$ cat src/design/wwd_map.svh
// Register map, field positions, reset values and timing counts of the windowed watchdog.
// Assumes inclusion by bare name from the package and the top module.
`ifndef WWD_MAP_SVH
`define WWD_MAP_SVH

// Byte offsets of the APB registers.
`define WWD_OFS_CLEAR      12'h000
`define WWD_OFS_MODE       12'h004
`define WWD_OFS_CAUSE      12'h008
`define WWD_OFS_STATUS     12'h00c

// Clear register keys.
`define WWD_KEY_ARM        8'h5a
`define WWD_KEY_FIRE       8'ha5

// Mode register fields and reset values.
`define WWD_MODE_PER_LSB   0
`define WWD_MODE_WIN_LSB   4
`define WWD_PER_RST        3'h7
`define WWD_WIN_RST        2'h0
`define WWD_PER_NOWIN_MAX  3'h3

// Reset cause register bits.
`define WWD_CAUSE_OVF_BIT  0
`define WWD_CAUSE_INV_BIT  1

// Status register fields.
`define WWD_STAT_PTR_BIT   16
`define WWD_STAT_WARN_BIT  17

// CPU level at which clearing is blocked.
`define WWD_LEVEL_HANDLER  2'h2

// Timing: bus clock and watchdog clock in Hz, tick divider derived from both.
`define WWD_PCLK_HZ        25000000
`define WWD_WDCLK_HZ       1024
`define WWD_TICK_DIV       (`WWD_PCLK_HZ / `WWD_WDCLK_HZ)

`endif

$ cat src/design/wwd_pkg.sv
// Types shared by the windowed watchdog modules.
// Assumes the map header is on the include path.
`include "wwd_map.svh"

package wwd_pkg;

    // Overflow tracking state, one-hot.
    typedef enum logic [1:0] {
        WWD_ST_RUN    = 2'b01,
        WWD_ST_WARNED = 2'b10
    } wwd_state_t;

    // Window mode select codes; the fourth code behaves as window off.
    typedef enum logic [1:0] {
        WWD_WIN_OFF = 2'h0,
        WWD_WIN_75  = 2'h1,
        WWD_WIN_50  = 2'h2,
        WWD_WIN_RSV = 2'h3
    } wwd_win_t;

    // Log2 of the overflow period in watchdog ticks per period code.
    // 7.8, 15.6, 31.3, 62.5, 125, 500, 2000, 8000 ms at 1024 ticks per second.
    function automatic logic [3:0] wwd_period_shift(input logic [2:0] code);
        logic [3:0] sh;
        sh = 4'h3;
        case (code)
            3'h0:    sh = 4'h3;
            3'h1:    sh = 4'h4;
            3'h2:    sh = 4'h5;
            3'h3:    sh = 4'h6;
            3'h4:    sh = 4'h7;
            3'h5:    sh = 4'h9;
            3'h6:    sh = 4'hb;
            default: sh = 4'hd;
        endcase
        return sh;
    endfunction

endpackage

$ cat src/design/wwd_tick_gen.sv
// Divider that turns the bus clock into one-cycle watchdog ticks.
// Assumes pclk is free running; halt freezes the divider between ticks.
module wwd_tick_gen #(
    parameter int DIV = 24414
) (
    input  wire logic pclk,
    input  wire logic presetn,
    input  wire logic halt,
    output logic      tick
);

    logic [31:0] div_r;   // Cycles seen in the current tick period.
    logic        last;    // Final cycle of the period.

    assign last = (div_r == 32'(DIV - 1));

    // -----------------------------------------------------------
    // Divider
    // -----------------------------------------------------------
    // The divider stops in halt so a stop mode does not leak a partial period.
    always_ff @(posedge pclk or negedge presetn) begin
        if (!presetn) begin
            div_r <= 32'h0;
            tick  <= 1'b0;
        end else begin
            tick  <= last && !halt;
            if (!halt) begin
                div_r <= last ? 32'h0 : div_r + 32'h1;
            end
        end
    end

endmodule // wwd_tick_gen

$ cat src/design/wwd_top.sv
// Windowed watchdog with an APB register file.
// Assumes an APB master on pclk and a reset controller that acts on wdt_reset_req.
//
// Summary of operation
// - Window mode: overflow raises reset, no interrupt.
// - Window mode: clear in closed window resets.
// - Overflow reset sets its cause flag, resets.
// - Invalid clear sets its own flag, resets.
// - Window mode one allows last 75 percent.
// - Window mode two allows last 50 percent.
// - Periods up to 62.5 ms disable window.
// - Eight period codes from 7.8 to 8000 ms.
// - Periods come from a 1.024 kHz tick.
// - Then a5 with pointer one restarts counter.
// - Counter runs from reset release.
// - Overflow forces the sequence pointer to zero.
// - No clearing at CPU interrupt level two.
// - Pointer toggles per clear write, zeroed on overflow.
// - Window off: interrupt first, reset on second.
// - Counter halts in stop modes.
`include "wwd_map.svh"
module wwd_top
    import wwd_pkg::*;
#(
    parameter int TICK_DIV = `WWD_TICK_DIV,
    parameter int CNT_W    = 14
) (
    input  wire logic        pclk,
    input  wire logic        presetn,
    input  wire logic        psel,
    input  wire logic        penable,
    input  wire logic        pwrite,
    input  wire logic [11:0] paddr,
    input  wire logic [31:0] pwdata,
    output logic      [31:0] prdata,
    output logic             pready,
    output logic             pslverr,
    input  wire logic [1:0]  cpu_interrupt_level,
    input  wire logic        stop_mode,
    output logic             wdt_irq,
    output logic             wdt_reset_req
);

    // -----------------------------------------------------------
    // Declarations
    // -----------------------------------------------------------
    logic [CNT_W-1:0] cnt_r;                       // Watchdog counter.
    logic [CNT_W-1:0] cnt_nxt;                     // Next counter value.
    logic             clear_sequence_pointer_r;    // Toggles on each clear write unless an overflow zeroes it.
    logic             armed_r;                     // Last clear write was an accepted 5a.
    logic [2:0]       period_sel_r;                // Overflow period code.
    logic [1:0]       window_sel_r;                // Window mode select.
    logic             overflow_reset_flag_r;       // Sticky overflow cause.
    logic             invalid_clear_reset_flag_r;  // Sticky invalid clear cause.
    wwd_state_t       state_r;                     // Overflow tracking state.
    wwd_state_t       state_nxt;                   // Next tracking state.
    logic             tick;                        // One watchdog clock period elapsed.
    logic             tick_en;                     // Tick while not stopped.
    logic [3:0]       per_sh;                      // Log2 of period in ticks.
    logic [CNT_W-1:0] lim;                         // Last count before overflow.
    logic             ovf;                         // Counter overflows this cycle.
    logic             win_on;                      // Window behaviour active.
    logic             forbid;                      // Count lies in the closed window.
    logic             acc;                         // APB access phase, answer pending.
    logic             done;                        // APB access completes this edge.
    logic             wr_fire;                     // Write takes effect this edge.
    logic             mapped;                      // Address hits a register.
    logic             sel_clear;                   // Address decodes.
    logic             sel_mode;
    logic             sel_cause;
    logic             sel_status;
    logic             clr_wr;                      // Write to the clear register.
    logic             key_arm;                     // Clear data is the arm key.
    logic             key_fire;                    // Clear data is the fire key.
    logic             seq_done;                    // Complete two-write sequence.
    logic             level_ok;                    // CPU level allows clearing.
    logic             restart_ok;                  // Valid restart request.
    logic             inv_clr;                     // Restart lands in closed window.
    logic             fire_ovf;                    // Overflow that raises reset.
    logic             warn_ovf;                    // Overflow that raises interrupt.
    logic             rst_evt;                     // Any watchdog reset event.
    logic [31:0]      rd_mux;                      // Read data selection.

    // -----------------------------------------------------------
    // Watchdog clock
    // -----------------------------------------------------------
    // The tick and the count stop together in a stop mode.
    wwd_tick_gen #(
        .DIV     (TICK_DIV)
    ) u_tick (
        .pclk    (pclk),
        .presetn (presetn),
        .halt    (stop_mode),
        .tick    (tick)
    );

    assign tick_en = tick && !stop_mode;

    // -----------------------------------------------------------
    // Period and window decode
    // -----------------------------------------------------------
    assign per_sh = wwd_period_shift(period_sel_r);
    assign lim    = {CNT_W{1'b1}} >> (CNT_W - int'(per_sh));
    assign ovf    = tick_en && (cnt_r == lim);

    // Short periods never use the window, whatever the select holds.
    assign win_on = (period_sel_r > `WWD_PER_NOWIN_MAX) &&
                    ((window_sel_r == WWD_WIN_75) || (window_sel_r == WWD_WIN_50));

    // The closed window is the first quarter or first half of the period.
    assign forbid = (window_sel_r == WWD_WIN_75) ? (cnt_r <= (lim >> 2))
                                                 : (cnt_r <= (lim >> 1));

    // -----------------------------------------------------------
    // APB decode
    // -----------------------------------------------------------
    // One wait state: pready rises in the second access cycle.
    assign acc        = psel && penable && !pready;
    assign done       = psel && penable && pready;
    assign wr_fire    = done && pwrite;
    assign sel_clear  = (paddr == `WWD_OFS_CLEAR);
    assign sel_mode   = (paddr == `WWD_OFS_MODE);
    assign sel_cause  = (paddr == `WWD_OFS_CAUSE);
    assign sel_status = (paddr == `WWD_OFS_STATUS);
    assign mapped     = sel_clear || sel_mode || sel_cause || sel_status;

    // The clear register reads as zero; the keys are write only.
    assign rd_mux = sel_mode   ? {26'h0, window_sel_r, 1'b0, period_sel_r} :
                    sel_cause  ? {30'h0, invalid_clear_reset_flag_r,
                                  overflow_reset_flag_r} :
                    sel_status ? {14'h0, (state_r == WWD_ST_WARNED),
                                  clear_sequence_pointer_r,
                                  (16 - CNT_W)'(0), cnt_r} :
                    32'h0;

    // -----------------------------------------------------------
    // Clear sequence decode
    // -----------------------------------------------------------
    assign clr_wr     = wr_fire && sel_clear;
    assign key_arm    = (pwdata[7:0] == `WWD_KEY_ARM);
    assign key_fire   = (pwdata[7:0] == `WWD_KEY_FIRE);
    // Only a 5a accepted at pointer zero arms; a5 needs pointer one and arming.
    assign seq_done   = clr_wr && key_fire && clear_sequence_pointer_r && armed_r;
    assign level_ok   = (cpu_interrupt_level != `WWD_LEVEL_HANDLER);
    assign restart_ok = seq_done && level_ok;
    assign inv_clr    = restart_ok && win_on && forbid;
    assign fire_ovf   = ovf && (win_on || (state_r == WWD_ST_WARNED));
    assign warn_ovf   = ovf && !win_on && (state_r == WWD_ST_RUN);
    assign rst_evt    = fire_ovf || inv_clr;

    // -----------------------------------------------------------
    // Counter next value
    // -----------------------------------------------------------
    // Overflow, restart and reset events all start a fresh period.
    always_comb begin
        if (rst_evt || restart_ok || ovf) begin
            cnt_nxt = '0;
        end else if (tick_en) begin
            cnt_nxt = cnt_r + CNT_W'(1);
        end else begin
            cnt_nxt = cnt_r;
        end
    end

    // Tracking state: a first overflow without window warns, a clear forgives.
    always_comb begin
        case (state_r)
            WWD_ST_RUN: begin
                state_nxt = warn_ovf ? WWD_ST_WARNED : WWD_ST_RUN;
            end
            WWD_ST_WARNED: begin
                state_nxt = (rst_evt || restart_ok) ? WWD_ST_RUN : WWD_ST_WARNED;
            end
            default: begin
                state_nxt = WWD_ST_RUN;
            end
        endcase
    end

    // -----------------------------------------------------------
    // Counter, pointer and state
    // -----------------------------------------------------------
    always_ff @(posedge pclk or negedge presetn) begin
        if (!presetn) begin
            cnt_r   <= '0;
            state_r <= WWD_ST_RUN;
        end else begin
            cnt_r   <= cnt_nxt;
            state_r <= state_nxt;
        end
    end

    // Overflow beats a clear write landing in the same cycle.
    always_ff @(posedge pclk or negedge presetn) begin
        if (!presetn) begin
            clear_sequence_pointer_r <= 1'b0;
            armed_r                  <= 1'b0;
        end else if (ovf) begin
            clear_sequence_pointer_r <= 1'b0;
            armed_r                  <= 1'b0;
        end else if (clr_wr) begin
            clear_sequence_pointer_r <= !clear_sequence_pointer_r;
            armed_r                  <= key_arm && !clear_sequence_pointer_r;
        end
    end

    // -----------------------------------------------------------
    // Mode and cause registers
    // -----------------------------------------------------------
    always_ff @(posedge pclk or negedge presetn) begin
        if (!presetn) begin
            period_sel_r <= `WWD_PER_RST;
            window_sel_r <= `WWD_WIN_RST;
        end else if (wr_fire && sel_mode) begin
            period_sel_r <= pwdata[`WWD_MODE_PER_LSB +: 3];
            window_sel_r <= pwdata[`WWD_MODE_WIN_LSB +: 2];
        end
    end

    // Write one clears a flag; a cause arriving in the same cycle wins.
    always_ff @(posedge pclk or negedge presetn) begin
        if (!presetn) begin
            overflow_reset_flag_r      <= 1'b0;
            invalid_clear_reset_flag_r <= 1'b0;
        end else begin
            if (fire_ovf) begin
                overflow_reset_flag_r <= 1'b1;
            end else if (wr_fire && sel_cause && pwdata[`WWD_CAUSE_OVF_BIT]) begin
                overflow_reset_flag_r <= 1'b0;
            end
            if (inv_clr) begin
                invalid_clear_reset_flag_r <= 1'b1;
            end else if (wr_fire && sel_cause && pwdata[`WWD_CAUSE_INV_BIT]) begin
                invalid_clear_reset_flag_r <= 1'b0;
            end
        end
    end

    // -----------------------------------------------------------
    // Outputs
    // -----------------------------------------------------------
    // Reset request and interrupt are one-cycle pulses.
    always_ff @(posedge pclk or negedge presetn) begin
        if (!presetn) begin
            wdt_reset_req <= 1'b0;
            wdt_irq       <= 1'b0;
        end else begin
            wdt_reset_req <= rst_evt;
            wdt_irq       <= warn_ovf;
        end
    end

    // Read data and error are captured on the same edge that raises pready.
    always_ff @(posedge pclk or negedge presetn) begin
        if (!presetn) begin
            pready  <= 1'b0;
            pslverr <= 1'b0;
            prdata  <= 32'h0;
        end else begin
            pready  <= acc;
            pslverr <= acc && !mapped;
            prdata  <= (acc && !pwrite) ? rd_mux : 32'h0;
        end
    end
endmodule // wwd_top

$ cat config.mk
export PLATFORM = sky130hd
export DESIGN_NAME = wwd_top
export DESIGN_NICKNAME = d
export VERILOG_FILES = /design/src/design/wwd_pkg.sv /design/src/design/wwd_tick_gen.sv /design/src/design/wwd_top.sv
export VERILOG_INCLUDE_DIRS = /design/src /design/src/design
export SDC_FILE = /design/constraint.sdc
export NUM_CORES = 1
export LEC_CHECK = 0
export BUFFER_PORTS_ARGS = -buffer_cell sky130_fd_sc_hd__buf_2
export CORE_ASPECT_RATIO = 0.7
export CORE_MARGIN = 3
export CORE_UTILIZATION = 51
export DETAILED_ROUTE_END_ITERATION = 12
export PLACE_DENSITY = 0.77
export SYNTH_ARGS = -nofsm -noshare
export SYNTH_HDL_FRONTEND = slang
export SYNTH_SLANG_ARGS = --single-unit
export TNS_END_PERCENT = 1
$ cat constraint.sdc
create_clock -name pclk -period 2.4 [get_ports pclk]
set_input_delay 0.24 -clock pclk [delete_from_list [all_inputs] [get_ports pclk]]
set_output_delay 0.24 -clock pclk [all_outputs]
set_load 0.005 [all_outputs]
Yosys cells after proc, flatten, opt, wreduce, memory -nomap -nowiden

Cells that the tools add are included.

Word-level logic and storage cells: 105
Output and inout bits: 36
Bits of input ports: 52
Flip-flop bits (word level): 80

Reductions and logical operators: 45
Equal/unequal tests: 18
$add $sub $neg: 3
Shift-type cells: 1
$lt $le $gt $ge: 3
Mux-type cells: 20

Operators with widths:

| cell                                                                 | count |
|---|---|
| 18-bit 2-to-1 mux                                                    | 4 |
| 32-bit by 1-bit adder with 32-bit output, second input constant      | 1 |
| 32-bit by 15-bit == test with 1-bit output, second input constant    | 1 |
| 32-bit 2-to-1 mux                                                    | 1 |
| 14-bit by 32-bit >> shifter with 14-bit output, first input constant | 1 |
| 14-bit 2-to-1 mux                                                    | 2 |
| 4-bit one-hot mux with 7 select lines                                | 1 |
| 1-bit logical AND                                                    | 25 |
| 12-bit by 4-bit == test with 1-bit output, second input constant     | 2 |
| 14-bit by 1-bit adder with 14-bit output, second input constant      | 1 |
| 14-bit == test                                                       | 1 |
| 14-bit by 12-bit less-or-equal comparator with 1-bit output          | 1 |
| 14-bit by 13-bit less-or-equal comparator with 1-bit output          | 1 |
| 12-bit by 3-bit == test with 1-bit output, second input constant     | 1 |
| 12-bit logical NOT                                                   | 1 |
| 3-bit == test, second input constant                                 | 3 |
| 1-bit 2-to-1 mux                                                     | 9 |
| 8-bit by 7-bit == test with 1-bit output, second input constant      | 1 |
| 8-bit == test, second input constant                                 | 1 |
| 1-bit logical OR                                                     | 8 |
| 2-bit nonzero test                                                   | 4 |
| 3-bit by 2-bit == test with 1-bit output, second input constant      | 2 |
| 1-bit logical NOT                                                    | 6 |
| 4-bit by 4-bit subtractor with 5-bit output, first input constant    | 1 |
| other kinds (8)                                                      | 11 |

Longest topological paths before layout

Gate-level depths: netlist of the first run.

Depth after elaboration: 14
Gate-level depth with buffers: 9
Gate-level depth less buffers: 7

Modules after synthesis

From an unflattened synthesis of the first run, not the netlist that was laid out.

Cell total of the unflattened synthesis: 490
Area total of the unflattened synthesis: 4833.4 µm²

By module, submodules not included:

| module       | seq. area each (µm²) | cells an instance | instances | area an instance (µm²) |
|---|---|---|---|---|
| wwd_top      | 1131.1               | 320               | 1         | 3089.2 |
| wwd_tick_gen | 825.8                | 170               | 1         | 1744.2 |

Least setup slack after synthesis of the first run

Ideal clock, no wire load.

Kind: register to register
Start point: register period_sel_r[1]
End point: register wdt_reset_req
Path slack: -0.089 ns
Cell stages (with the launch flop): 10
Data arrival time: 2.405 ns
Library setup time: 0.083 ns
Path buffers: 2
Data required time: 2.317 ns
Period minus slack after synthesis: 2.489 ns
Path through: dfstp_2 -> clkbuf_1 -> clkbuf_1 -> o21ai_0 -> ha_1 -> nand4_1 -> or4_1 -> o211ai_1 -> o2111ai_1 -> o22ai_1

Cells in the longest elaborated chain, start to end: 8
Elaborated cells between the ends (all ways): 22
Classes of those cells: 1 x add/sub; 3 x order compare; 7 x eq/ne; 1 x shift; 2 x mux; 8 x reduce/logical

RTL lines:

| item                                                                                      | line                           | RTL |
|---|---|---|
| start, declared                                                                           | wwd_top.sv:51                  | `logic [2:0] period_sel_r;` |
| start signal, assigned                                                                    | wwd_top.sv:212                 | `` period_sel_r <= `WWD_PER_RST; `` |
| start signal, assigned                                                                    | wwd_top.sv:215                 | `` period_sel_r <= pwdata[`WWD_MODE_PER_LSB +: 3]; `` |
| 3-bit == test, or another cell as far along                                               | wwd_pkg.sv:26                  | `case (code)` |
| 4-bit one-hot mux with 7 select lines                                                     | wwd_pkg.sv:26                  |  |
| 4-bit by 4-bit subtractor with 5-bit output                                               | wwd_top.sv:103                 | `assign lim = {CNT_W{1'b1}} >> (CNT_W - int'(per_sh));` |
| 14-bit by 32-bit >> shifter with 14-bit output                                            | wwd_top.sv:103                 |  |
| 14-bit by 13-bit less-or-equal comparator with 1-bit output, or another cell as far along | wwd_top.sv:112                 | `: (cnt_r <= (lim >> 1));` |
| 1-bit 2-to-1 mux or 1-bit logical AND (tied branches)                                     | wwd_top.sv:111, wwd_top.sv:104 |  |
| 1-bit logical AND (on tied branches)                                                      | wwd_top.sv:146, wwd_top.sv:147 |  |
| 1-bit logical OR (*)                                                                      | wwd_top.sv:149                 | `assign rst_evt = fire_ovf \|\| inv_clr;` |
| via rst_evt                                                                               | wwd_top.sv:81                  | `logic rst_evt;` |
| end signal, assigned                                                                      | wwd_top.sv:248                 | `wdt_reset_req <= rst_evt;` |
| end, declared                                                                             | wwd_top.sv:41                  | `output logic wdt_reset_req` |

The timed path passes the listed nets; every way through them passes the cells marked *.
A chain may end at the register's enable or synchronous reset.

Final worst setup path of the first run

Start point: register period_sel_r[2]
End point: register wdt_reset_req

The elaborated chain is that of the path after synthesis.

==> results.md, run 1 <==
- The minimum clock period after layout is ~2.4 ns.
- The post-synthesis area per instance is roughly 9.6 um^2.
- The signal arrival time at the worst endpoint is approximately 2.7 ns.
- At the later pin of the worst-skew pair, clock insertion delay measures about 0.34 ns.
- The half-perimeter wire length of the detailed placement result is 8010 um.
- The clock tree root buffer cell is clkbuf_16.
- The CTS clock-pin slew for the worst setup and hold paths is roughly 0.060 ns.
- VDD sags by at most approximately 350 uV.
- For this run, the register share of the synthesized area comes to 0.423.
- Entering global routing, the biggest net connects 79 pins.
- The residual antenna-violating net count after detailed routing is 0.
- In the final layout, the share of cells above drive strength 1 is 0.226.
- The CTS tree is built.
- STA classifies the critical path endpoint as a flip-flop.
- The average wire per standard cell is 16.8 um.
- The core region is between 8000 and 9000 um^2.
- The die extent in y is about 86 um.
- The fraction of synthesis flops using an asynchronous set or reset pin is 1.00.
- The clock buffer count from CTS is 9.
- The setup slack of the worst register-to-register path is -0.01 ns.
- In this run the count of I/O pins placed on the die edge is 88.
- The netlist area before placement is around 4600 um^2.
- The slowest stage of the critical path belongs to the cell or4_4.
- The clock sink total is 78.
- The final layout contains routed wiring with a total length of about 12000 um.
- The total of warnings raised by yosys is 0.
- The path class of the tightest hold or removal check is in -> async.
- Measured against its own limit, the worst slew margin works out to 0.347.
- For the pin with the worst max-slew slack, the measured transition is 0.980 ns.
- The count of cell types in the netlist is between 60 and 70.
- The final design utilization is 0.649.
- The largest stage delay on the critical path is ~0.57 ns.
- The row count is 28.
- The total iterations of the first detailed-routing run is 5.
- The max-slew violation total from the final report came to 0.
- The number of enable flip-flop cells after synthesis is 0.
- Setup repair after global routing could not meet its margin everywhere.
- The critical register-to-register path endpoint is wdt_reset_req.
- The via count of the first global-routing pass came to 3704.
- The number of antenna diodes in the final layout is 0.
- The instance area at placement is ~5000 um^2.
- The family with the most delay on the worst path is simple AND/OR/NAND/NOR gates.
- The number of endpoints failing setup at the final stage is 1.
- The H-tree level count is 3.
- The finished cells cover 5610 um^2.
- Of the available clock period, the critical path in the final layout requires 1.01.
- STA classifies the critical path startpoint as a flip-flop.
- For the final database, setup skew stands at ~0.0067 ns.
- The top flip-flop cell by instance count after synthesis is dfrtp_1.
- The max-cap check violation count is 0.
- In this run the power density over the cells is between 500 and 600 nW/um^2.
- The count of buffer and inverter cells on the critical path is 1.
- The number of vias in the routed layout is about 4000.
- The total power is 3.06 mW.
- For this run the aggregate overflow at the end of global routing stands at 0.
- The worst setup timing slack at the placement stage is -0.00211 ns.
- The x dimension of the die is about 120 um.
- For this configuration, the core starts out at a cell density of 0.535.
- The area of the die is slightly above 10000 um^2.
- The first global-routing pass estimated roughly 18000 um of wire.
- The global placement routability congestion is 0.889.
- The post-layout worst setup margin is -0.0138 ns.
- By startpoint and endpoint, the worst setup path is classified as reg -> reg.
- The number of hold-slack violations in the final timing report is 0.
- No sink is reached through more buffers than the 2 on the longest clock path.
- The run finished, with violations left.
- The reg-to-reg critical path startpoint is period_sel_r[2].
- The synthesized design contains a little under 80 register bits.
- After technology mapping, the gate count stands at around 480.
- Derived from the worst setup path, the maximum achievable clock frequency is just over 400 MHz.
- The detailed router finished its first iteration with a little under 300 violations.
- The layout overhead on the synthesized area is 21.3%.
- Walking the worst path, the cells encountered are buf_6 -> nor3_4 -> ha_1 -> nand4_1 -> or4_4 -> o211ai_1 -> o2111ai_2 -> o22ai_1.
- The initial antenna violation count is 0.
- Summed over all cells, the static leakage comes to 2.75 nW.
- The checks that failed: negative setup slack.
- The data required time at the worst endpoint is about 2.7 ns.
- The biggest fanout along the worst timing path is 6.
- The cell count of the worst reg-to-reg path is 8.
- The number of remaining DRC errors is 0.
- In the routed layout, each cell is associated on average with a via count of a little under 6.
- The net count of the finished layout is ~650.
- The global-route usage over all layers is 0.222.
- Input and output buffers added on the ports amount to 47.
## state kept, by name, indices dropped and copies added (netlist names), 2 cells and up
| name | count |
|---|---|
| state_r | 2 |
| prdata | 16 |
| window_sel_r | 2 |
| period_sel_r | 3 |
| cnt_r | 14 |
| u_tick.div_r | 32 |
## how the worst max path moves through the flow
stage	from	end	depth (start not counted)
floorplan	period_sel_r[1]	wdt_reset_req	9
global placement	period_sel_r[2]	wdt_reset_req	7
detailed placement	period_sel_r[2]	wdt_reset_req	7
CTS	period_sel_r[1]	wdt_reset_req	7
global route	period_sel_r[2]	wdt_reset_req	8
finish	period_sel_r[2]	wdt_reset_req	8
## per-stage QoR
stage	setup TNS [ns]	std cells	hold slack (ns)
global placement	0	663	0.445
finish	-0.0138	695	0.0455
CTS	0	681	0.0876
floorplan	0	501	-0.0556
detailed placement	-0.00211	663	0.459
global route	-0.141	695	0.130
## cell type report
type	instances	area (um^2)
well taps	120	150
clock inverters	5	60.1
fillers	694	3040
inverters	21	78.8
repair buffers	86	571
flip-flops and latches	78	1960
multi-input cells	374	2560
clock buffers	11	233
## layout by cell type (no fill, tap or decap), types with 13 or more instances in the layout
| master | netlist | layout |
|---|---|---|
| nand2_1 | 31 | 31 |
| ha_1 | 31 | 29 |
| o21ai_0 | 17 | 15 |
| inv_1 | 21 | 20 |
| dfrtp_1 | 74 | 74 |
| a21oi_1 | 18 | 17 |
| buf_4 | 16 | 34 |
| and2_1 | 13 | 13 |
| xor2_1 | 24 | 24 |
| conb_1 | 2 | 21 |
| nor3_1 | 17 | 16 |
| nor2_1 | 47 | 46 |
| xnor2_1 | 14 | 14 |
| nand3_1 | 25 | 25 |
| nand4_1 | 15 | 15 |
| buf_2 | 2 | 46 |
## report_power, final
group / switching [mW] / total (mW) / leakage [nW] / internal, mW
Sequential: 0.0581 / 1.43 / 1.05 / 1.37
Combinational: 0.160 / 0.280 / 1.58 / 0.120
Clock: 0.547 / 1.35 / 0.128 / 0.806
## synthesized netlist by cell type, types with 3 or more instances
| cell | n | area [um^2] |
|---|---|---|
| nand3b_1 | 3 | 22.5 |
| a21oi_1 | 18 | 90.1 |
| nand4_1 | 15 | 93.8 |
| nand2_1 | 31 | 116 |
| nand3_1 | 25 | 125 |
| buf_4 | 16 | 120 |
| or3_1 | 7 | 43.8 |
| inv_1 | 21 | 78.8 |
| mux2i_1 | 6 | 60.1 |
| nor2_1 | 47 | 176 |
| nor3_1 | 17 | 85.1 |
| ha_1 | 31 | 388 |
| and4_1 | 7 | 61.3 |
| clkbuf_1 | 9 | 33.8 |
| dfrtp_1 | 74 | 1850 |
| dfstp_2 | 4 | 105 |
| o21ai_0 | 17 | 85.1 |
| nor4_1 | 6 | 37.5 |
| xor2_1 | 24 | 210 |
| xnor2_1 | 14 | 123 |
| mux2_2 | 5 | 56.3 |
| or4_1 | 5 | 37.5 |
| a22oi_1 | 3 | 22.5 |
| a211oi_1 | 5 | 37.5 |
| and2_1 | 13 | 81.3 |
| and3_1 | 9 | 56.3 |
| nand2b_1 | 3 | 18.8 |
## per-layer routing
layer  vias up  global-route usage  share of wire  wire length, um
met5         -                   0              0                0
met4         0              0.0572          0.013              149
met3        16              0.0732          0.086             1000
met2       170               0.330           0.44             5200
met1      1959               0.314           0.46             5350
li1       1873                   -              -                -
## cells by family after synthesis
logic type	Yosys count	share of synthesized area
AOI/OAI and AO/OA	66	0.0917
buffers and inverters	49	0.0535
xor gates and xnor gates	38	0.0719
adders and majority gates	31	0.0838
DFF	78	0.423
muxes	11	0.0251
other	2	0.00162
and+or+nand+nor	207	0.249
## what timing repair did
action / CTS / global route
pin swaps: 0 / 11
hold buffers: 0 / 0
gates resized for setup: 0 / 23
setup buffers: 2 / 14
endpoints found under the setup margin: 1 / 2
(Power assumes the default switching activity.)
==> inputs of run 2 (changes only) <==
Settings changed: RECOVER_POWER set to 50.
==> run 2 against run 1 <==
Effect of this change: the flow finishes with violations (max-capacitance violations, max-slew violations, negative setup slack); sequential cell count did not move; critical path depth did not move; worst setup slack improved by 0.0035 ns; maximum frequency rose by 0.15%; die area did not move; sequential power barely moved; critical path type unchanged; critical endpoint unchanged; largest power group unchanged.
==> results.md, run 2 (synthesized netlist as in run 1, its figures left out) <==
- The clock latency reported for the late side of the worst-skew pair is 0.34 ns (about the same).
- The via count of the first global-routing pass is 3704 (unchanged).
- The clock skew came to 0.00659 ns (-0.000142 ns).
- The CTS tree is built.
- The clock sink total is 78 (unchanged).
- The largest register by flop count is u_tick.div_r.
- The largest net degree at the start of global routing is 79 (unchanged).
- The commonest non-fill, non-tap cell in the layout is dfrtp_1.
- The average wire per standard cell is 16.8 um (-0.19%).
- The most heavily used metal layer in global routing is met2.
- The post-layout net count is 653 (unchanged).
- The number of endpoints failing setup at the final stage came to 1 (unchanged).
- The combinational power share is 0.091 (about the same).
- The first-pass GRT wire length is 18100 um (unchanged).
- The number of flip-flops in the largest register is 32 (unchanged).
- The worst-case hold slack is 0.134 ns (+0.0889 ns).
- The post-layout worst setup margin was -0.0103 ns (+0.00351 ns).
- The total leakage power is 2.74 nW (-0.51%).
- The H-tree level count is 3 (unchanged).
- The total internal power is 2.30 mW (about the same).
- The largest voltage drop on the vdd net is 350 uV (about the same).
- The peak clock frequency supported by timing is 415 MHz (+0.15%).
- The floorplan core area is 8650 um^2 (unchanged).
- The half-perimeter wire length of the detailed placement result came to 8010 um (unchanged).
- The total congestion overflow is 0 (unchanged).
- The max-cap check violation count is 1 (+1).
- The residual antenna-violating net count after detailed routing is 0 (unchanged).
- The initial antenna violation count came to 0 (unchanged).
- The final design area excluding fillers came to 5610 um^2 (-0.11%).
- Setup repair after global routing could not meet its margin everywhere.
- The max-slew violation total from the final report is 79 (+79).
- The clock tree root buffer cell is clkbuf_16.
- The total iterations of the first detailed-routing run came to 5 (unchanged).
- The number of vias in the routed layout is 4005 (-0.32%).
- The global placement routability congestion is 0.889 (unchanged).
- The met1 routing resource usage after global routing was 0.314 (unchanged).
- The post-detailed-route via-to-cell ratio is 5.76 (-0.32%).
- The count of input and output buffers was 47 (unchanged).
- The share of the clock period used by the worst path after layout is 1.00 (-0.00146).
- The capturing element type of the critical path is a flip-flop.
- The x dimension of the die is 120 um (unchanged).
- The starting DRC count in detailed routing was 292 (unchanged).
- The row count is 28 (unchanged).
- The maximum number of buffers from clock root to sink came to 2 (unchanged).
- In the layout the commonest cells are 74 x dfrtp_1, 46 x nor2_1, 43 x buf_2.
- The biggest fanout along the worst timing path is 4 (-2).
- The data required time at the worst endpoint was 2.66 ns (about the same).
- The signal arrival time at the worst endpoint came to 2.67 ns (about the same).
- The clock buffer count from CTS is 9 (unchanged).
- The non-filler instance count after layout is 695 (unchanged).
- The initial core utilization is 0.535 (unchanged).
- The type of the most critical hold path is in -> reg.
- The setup slack of the worst register-to-register path came to -0.01 ns (about the same).
- The area of the die came to 10300 um^2 (unchanged).
- The worst setup path is of the reg -> reg kind.
- The layout overhead on the synthesized area is 21.2%.
- The number of hold-slack violations in the final timing report is 0 (unchanged).
- The tightest slew margin relative to the limit is -0.280 (-0.626).
- The flow ran to the end, but the final reports show violations.
- The transition time of the tightest slew-check pin is 1.92 ns (+0.940 ns).
- The instance area at placement is 5100 um^2 (unchanged).
- The minimum clock period after layout came to 2.41 ns (-0.00351 ns).
- The final-layout setup total negative slack came to -0.0103 ns (+0.00351 ns).
- The final design utilization came to 0.648 (-0.000723).
- The global-route usage over all layers was 0.222 (unchanged).
- The CTS clock-pin slew for the worst setup and hold paths is 0.06 ns (about the same).
- The power density over the cells is 546 nW/um^2 (about the same).
- The share of cells above drive strength 1 was 0.221 (-0.00522).
- The count of pins on the block boundary is 88 (unchanged).
- The die extent in y is 85.7 um (unchanged).
- The kind of start point of the critical path is a flip-flop.
- The part of the power in the clock network came to 0.441 (about the same).
- The checks that failed: max-capacitance violations, max-slew violations, negative setup slack.
- The largest registers in the layout are u_tick.div_r: 32 flops, prdata: 16 flops, cnt_r: 14 flops.
- The final wirelength was 11700 um (-0.19%).
- The antenna diode count was 0 (unchanged).
- The reported net switching power came to 763 uW (-0.23%).
- The met2 layer usage reported by global route was 0.330 (unchanged).
- The number of cells after detailed placement came to 663 (unchanged).
- The switching portion of total power is 0.249 (-0.000399).
- The number of remaining DRC errors is 0 (unchanged).
- The met3 global-route usage is 0.0732 (unchanged).
- The sequential fraction of design power is 0.468 (about the same).
run 2: critical path: stages (launching register included):
cell and delay [ns]:
dfstp_2 0.59, buf_12 0.13, nor3_4 0.04, ha_1 0.27, nand4_1 0.17, or4_4 0.57, o211ai_1 0.22, o2111ai_2 0.14
o22ai_1 0.19
run 2: cell type report:
class                   count  area [um^2]
clock buffers              11          233
clock inverters             5         60.1
fillers                   695         3050
inverters                  21         78.8
multi-input cells         374         2560
flip-flops and latches     78         1960
well taps                 120          150
repair buffers             86          564
run 2: final timing paths:
check / start / endpoint / depth (start not counted)
worst max register to register: period_sel_r[0] / wdt_reset_req / 8
worst max-delay path: period_sel_r[0] / wdt_reset_req / 8
min in group asynchronous: presetn / u_tick.div_r[29] / 1
max in group asynchronous: presetn / prdata[8] / 1
worst min-delay path: pwdata[2] / period_sel_r[2] / 3
worst min register to register: u_tick.div_r[31] / u_tick.div_r[31] / 1
run 2: layer usage:
layer / share of wire / vias up
li1: - / 1873
met1: 0.46 / 1939
met2: 0.44 / 175
met3: 0.084 / 18
met4: 0.013 / 0
met5: 0 / -
run 2: timing repair:
item                                    CTS  global route
endpoints found under the setup margin    1             2
hold buffers                              0             0
gates resized for setup                   0            23
pin swaps                                 0            11
buffers inserted                          2            14
run 2: stage by stage:
step	worst slack (ns)	total power [mW]
after floorplan	0.00665	1.63
after global placement	0.0386	1.71
after detailed placement	-0.00211	1.73
after CTS	0.0142	3.07
after global routing	-0.101	3.20
final	-0.0103	3.06
run 2: power by group through the flow:
stage | registers [mW] | clock network, mW | logic (mW)
floorplan | 1.45 | 0 | 0.183
global placement | 1.45 | 0 | 0.266
detailed placement | 1.45 | 0 | 0.275
CTS | 1.43 | 1.36 | 0.278
global route | 1.44 | 1.43 | 0.321
finish | 1.43 | 1.35 | 0.280
==> inputs of run 3 (changes only) <==
Settings changed: ABC_AREA set to 1, CORE_UTILIZATION 51 to 52, PLACE_DENSITY 0.77 to 0.78.
==> run 3 against run 2 <==
Effect of this change: the run ends with max-capacitance violations, max-slew violations left; die area is 11% higher; clock-buffer cell count stayed put; sequential cell count stayed put; via count is 24% higher; clock power is 18% higher; first-iteration DRC count is 95% higher; non-clock buffer count is 30 lower; register-to-register slack better by 0.16 ns; largest power group is now the clock network; global-route usage is 1.1 points higher; worst setup slack better by 0.16 ns.
==> results.md, run 3 <==
- The first-pass GRT wire length came to 21500 um (+19%).
- The final wirelength is 13000 um (+12%).
- The total iterations of the first detailed-routing run is 7 (+2).
- The largest registers in the layout are u_tick.div_r: 32 flops, prdata: 16 flops, cnt_r: 14 flops.
- Setup repair after global routing left no endpoint under its margin.
- The total of warnings raised by yosys is 0 (unchanged).
- In the layout the commonest cells are 171 x nand2_1, 109 x inv_1, 74 x dfrtp_1.
- The initial antenna violation count is 0 (unchanged).
- The number of endpoints failing setup at the final stage is 0 (-1).
- The floorplan core area is 9760 um^2 (+13%).
- The largest net degree at the start of global routing is 79 (unchanged).
- The post-synthesis cell count is 715 (+48%).
- The type of the most critical hold path is in -> reg.
- The category of the critical setup timing path is reg -> reg.
- The x dimension of the die is 126 um (+5.3%).
- The sequential fraction of the synthesis area is 0.372 (-0.0505).
- The cell that appears most often on the critical path is nand2_1.
- The largest voltage drop on the vdd net was 391 uV (+12%).
- The number of vias in the routed layout is 4949 (+24%).
- The total leakage power came to 3.32 nW (+21%).
- The minimum clock period after layout was 2.25 ns (-0.156 ns).
- The peak clock frequency supported by timing is 444 MHz (+6.9%).
- From synthesis to final layout, the design area changed by 13.6%.
- The kind of start point of the critical path is a flip-flop.
- Of all cell types, the one taking the most synthesized area is dfrtp_1.
- The final-layout setup total negative slack is 0 ns (+0.0103 ns).
- By area the synthesized netlist is led by dfrtp_1 35%, nand2_1 12%, inv_1 7.8%.
- The top flip-flop cell by instance count after synthesis is dfrtp_1.
- The number of remaining DRC errors is 0 (unchanged).
- The antenna diode count came to 0 (unchanged).
- The area of the die came to 11400 um^2 (+11%).
- The tree is rooted in a clkbuf_16.
- The starting DRC count in detailed routing is 569 (+95%).
- In the post-synthesis netlist, the cell with the most instances is nand2_1.
- The count of pins on the block boundary is 88 (unchanged).
- The worst-case hold slack is 0.175 ns (+0.0411 ns).
- The netlist area before placement was 5250 um^2 (+14%).
- The die extent in y is 90.1 um (+5.1%).
- The via count of the first global-routing pass is 4389 (+18%).
- The CTS clock-pin slew for the worst setup and hold paths is 0.06 ns (about the same).
- The total congestion overflow is 0 (unchanged).
- The area share of the largest cell type after synthesis was 0.352 (-0.0478).
- The biggest fanout along the worst timing path is 8 (+4).
- The row count was 30 (+7.1%).
- The post-detailed-route via-to-cell ratio came to 5.44 (-5.6%).
- STA classifies the critical path endpoint as a flip-flop.
- The number of filler cells placed in the layout is 868 (+25%).
- The transition time of the tightest slew-check pin is 1.87 ns (-0.0507 ns).
- The number of enable flip-flop cells after synthesis is 0 (unchanged).
- The power density over the cells was 580 nW/um^2 (+6.2%).
- The residual antenna-violating net count after detailed routing is 0 (unchanged).
- Sorting the synthesized cells by how often they occur yields 171 x nand2_1, 109 x inv_1, 74 x dfrtp_1.
- The max-slew violation total from the final report came to 79 (unchanged).
- The post-layout net count is 860 (+32%).
- The run finished, with violations left.
- The family with the most delay on the worst path is simple AND/OR/NAND/NOR gates.
- The largest stage delay on the critical path was 0.64 ns (+0.05 ns).
- The global placement routability congestion is 0.960 (+8.0%).
- The tightest slew margin relative to the limit is -0.246 (+0.0338).
- The count of buffer and inverter cells on the critical path is 1 (unchanged).
- The count of input and output buffers is 47 (unchanged).
- The initial core utilization is 0.538 (+0.00363).
- The H-tree level count is 3 (unchanged).
- The signal on the critical path passes through inv_2 -> nand2_2 -> nand2_1 -> ha_1 -> nand2_1 -> nand2_1 -> nand2_1 -> nand2_1 -> a21oi_1 -> nand2_1 -> nand2_1 -> nand3_2 -> nand4_1 -> a21oi_1.
- The post-synthesis area per instance is 7.35 um^2 (-23%).
- The share of the clock period used by the worst path after layout is 0.939 (-0.0649).
- The max-cap check violation count came to 1 (unchanged).
- The number of buffers inserted by hold repair at cts is 0 (unchanged).
- The global-route usage over all layers is 0.233 (+0.0113).
- The number of flip-flops in the largest register is 32 (unchanged).
- The clock buffer count from CTS was 9 (unchanged).
- The average wire per standard cell was 14.3 um (-15%).
- TritonCTS built the clock tree.
- The commonest non-fill, non-tap cell in the layout is nand2_1.
- The signal arrival time at the worst endpoint came to 2.48 ns (-0.19 ns).
- The synthesis-stage register bit count is 78 (unchanged).
- More flip-flops sit in one register than any other, and that register is u_tick.div_r.
- The share of cells above drive strength 1 is 0.129 (-0.0917).
- The data required time at the worst endpoint came to 2.63 ns (-0.03 ns).
- The maximum number of buffers from clock root to sink is 2 (unchanged).
- The number of hold-slack violations in the final timing report is 0 (unchanged).
- The clock sink total came to 78 (unchanged).
- The clock latency reported for the late side of the worst-skew pair is 0.34 ns (about the same).
- The half-perimeter wire length of the detailed placement result is 9950 um (+24%).
- The fraction of synthesis flops using an asynchronous set or reset pin is 1.00 (unchanged).
- The cell with the largest stage delay on the worst path is dfstp_2.
- The checks that failed: max-capacitance violations, max-slew violations.
- The final design utilization is 0.611 (-0.0365).
- The clock skew was 0.00542 ns (-0.00116 ns).
- The count of cell types in the netlist came to 42 (-35%).
run 3: cell count changes after synthesis, moves of 12 or more:
cell     before  now
and2_1       13    1
inv_1        21  109
nand3_1      25   46
nand2_1      31  171
nor2_1       47   70
nor3_1       17   35
nand4_1      15   30
run 3: path summary, 6_finish.rpt:
path                                       start  slack [ns]  cells past startpoint                     to
max in group asynchronous                presetn        0.88                      1        u_tick.div_r[3]
setup reg to reg                 period_sel_r[1]        0.15                     14             state_r[1]
min in group asynchronous                presetn        0.41                      1       u_tick.div_r[24]
setup / recovery                 period_sel_r[1]        0.15                     14             state_r[1]
hold reg to reg            overflow_reset_flag_r        0.48                      2  overflow_reset_flag_r
hold / removal                           penable        0.18                      3                 pready
run 3: logic make-up after synthesis:
kind of cell | share of synthesized area
adder cells (fa/ha/maj) | 0.0738
multiplexers | 0.00214
AO/OA/AOI/OAI | 0.0469
XOR/XNOR | 0.0533
flip-flops | 0.372
AND/OR/NAND/NOR | 0.336
buffers and inverters | 0.114
other | 0.00143
run 3: final cells by class:
cell class              instances  area (um^2)  share of cell area
multi-input cells             517         2770               0.465
flip-flops and latches         78         1960               0.328
inverters                     115          432              0.0723
repair buffers                 56          299              0.0501
clock buffers                  11          243              0.0407
well taps                     128          160              0.0268
clock inverters                 5          104              0.0174
run 3: worst min-delay path, delay by kind of cell:
family | cells | cell delay (ns)
buffers and inverters | 1 | 0.10
and+or+nand+nor | 2 | 0.14
run 3: layer usage:
metal  vias to the layer above  global-route usage  routed length (um)
li1                       2386                   -                   -
met3                        20              0.0600                1200
met5                         -                   0                   0
met4                         0              0.0616                 181
met2                       252               0.333                5450
met1                      2291               0.351                6190
run 3: where the power goes:
| part | internal, mW | switching, mW | total (mW) |
|---|---|---|---|
| logic | 0.128 | 0.268 | 0.396 |
| registers | 1.39 | 0.0842 | 1.48 |
| clock network | 1.05 | 0.542 | 1.59 |
| total | 2.57 | 0.894 | 3.46 |
run 3: what timing repair did:
action,in CTS,in global routing
setup buffers,0,3
resized for setup,0,1
endpoints found under the setup margin,0,2
run 3: per-stage QoR:
| stage | setup slack (ns) | std cells | cell area (um^2) | total power, mW |
|---|---|---|---|---|
| floorplan | 0.450 | 734 | 5330 | 1.75 |
| global placement | 0.173 | 891 | 5600 | 1.85 |
| detailed placement | 0.118 | 891 | 5600 | 1.88 |
| CTS | 0.110 | 907 | 5950 | 3.47 |
| global route | 0.00702 | 910 | 5970 | 3.60 |
| finish | 0.145 | 910 | 5970 | 3.46 |
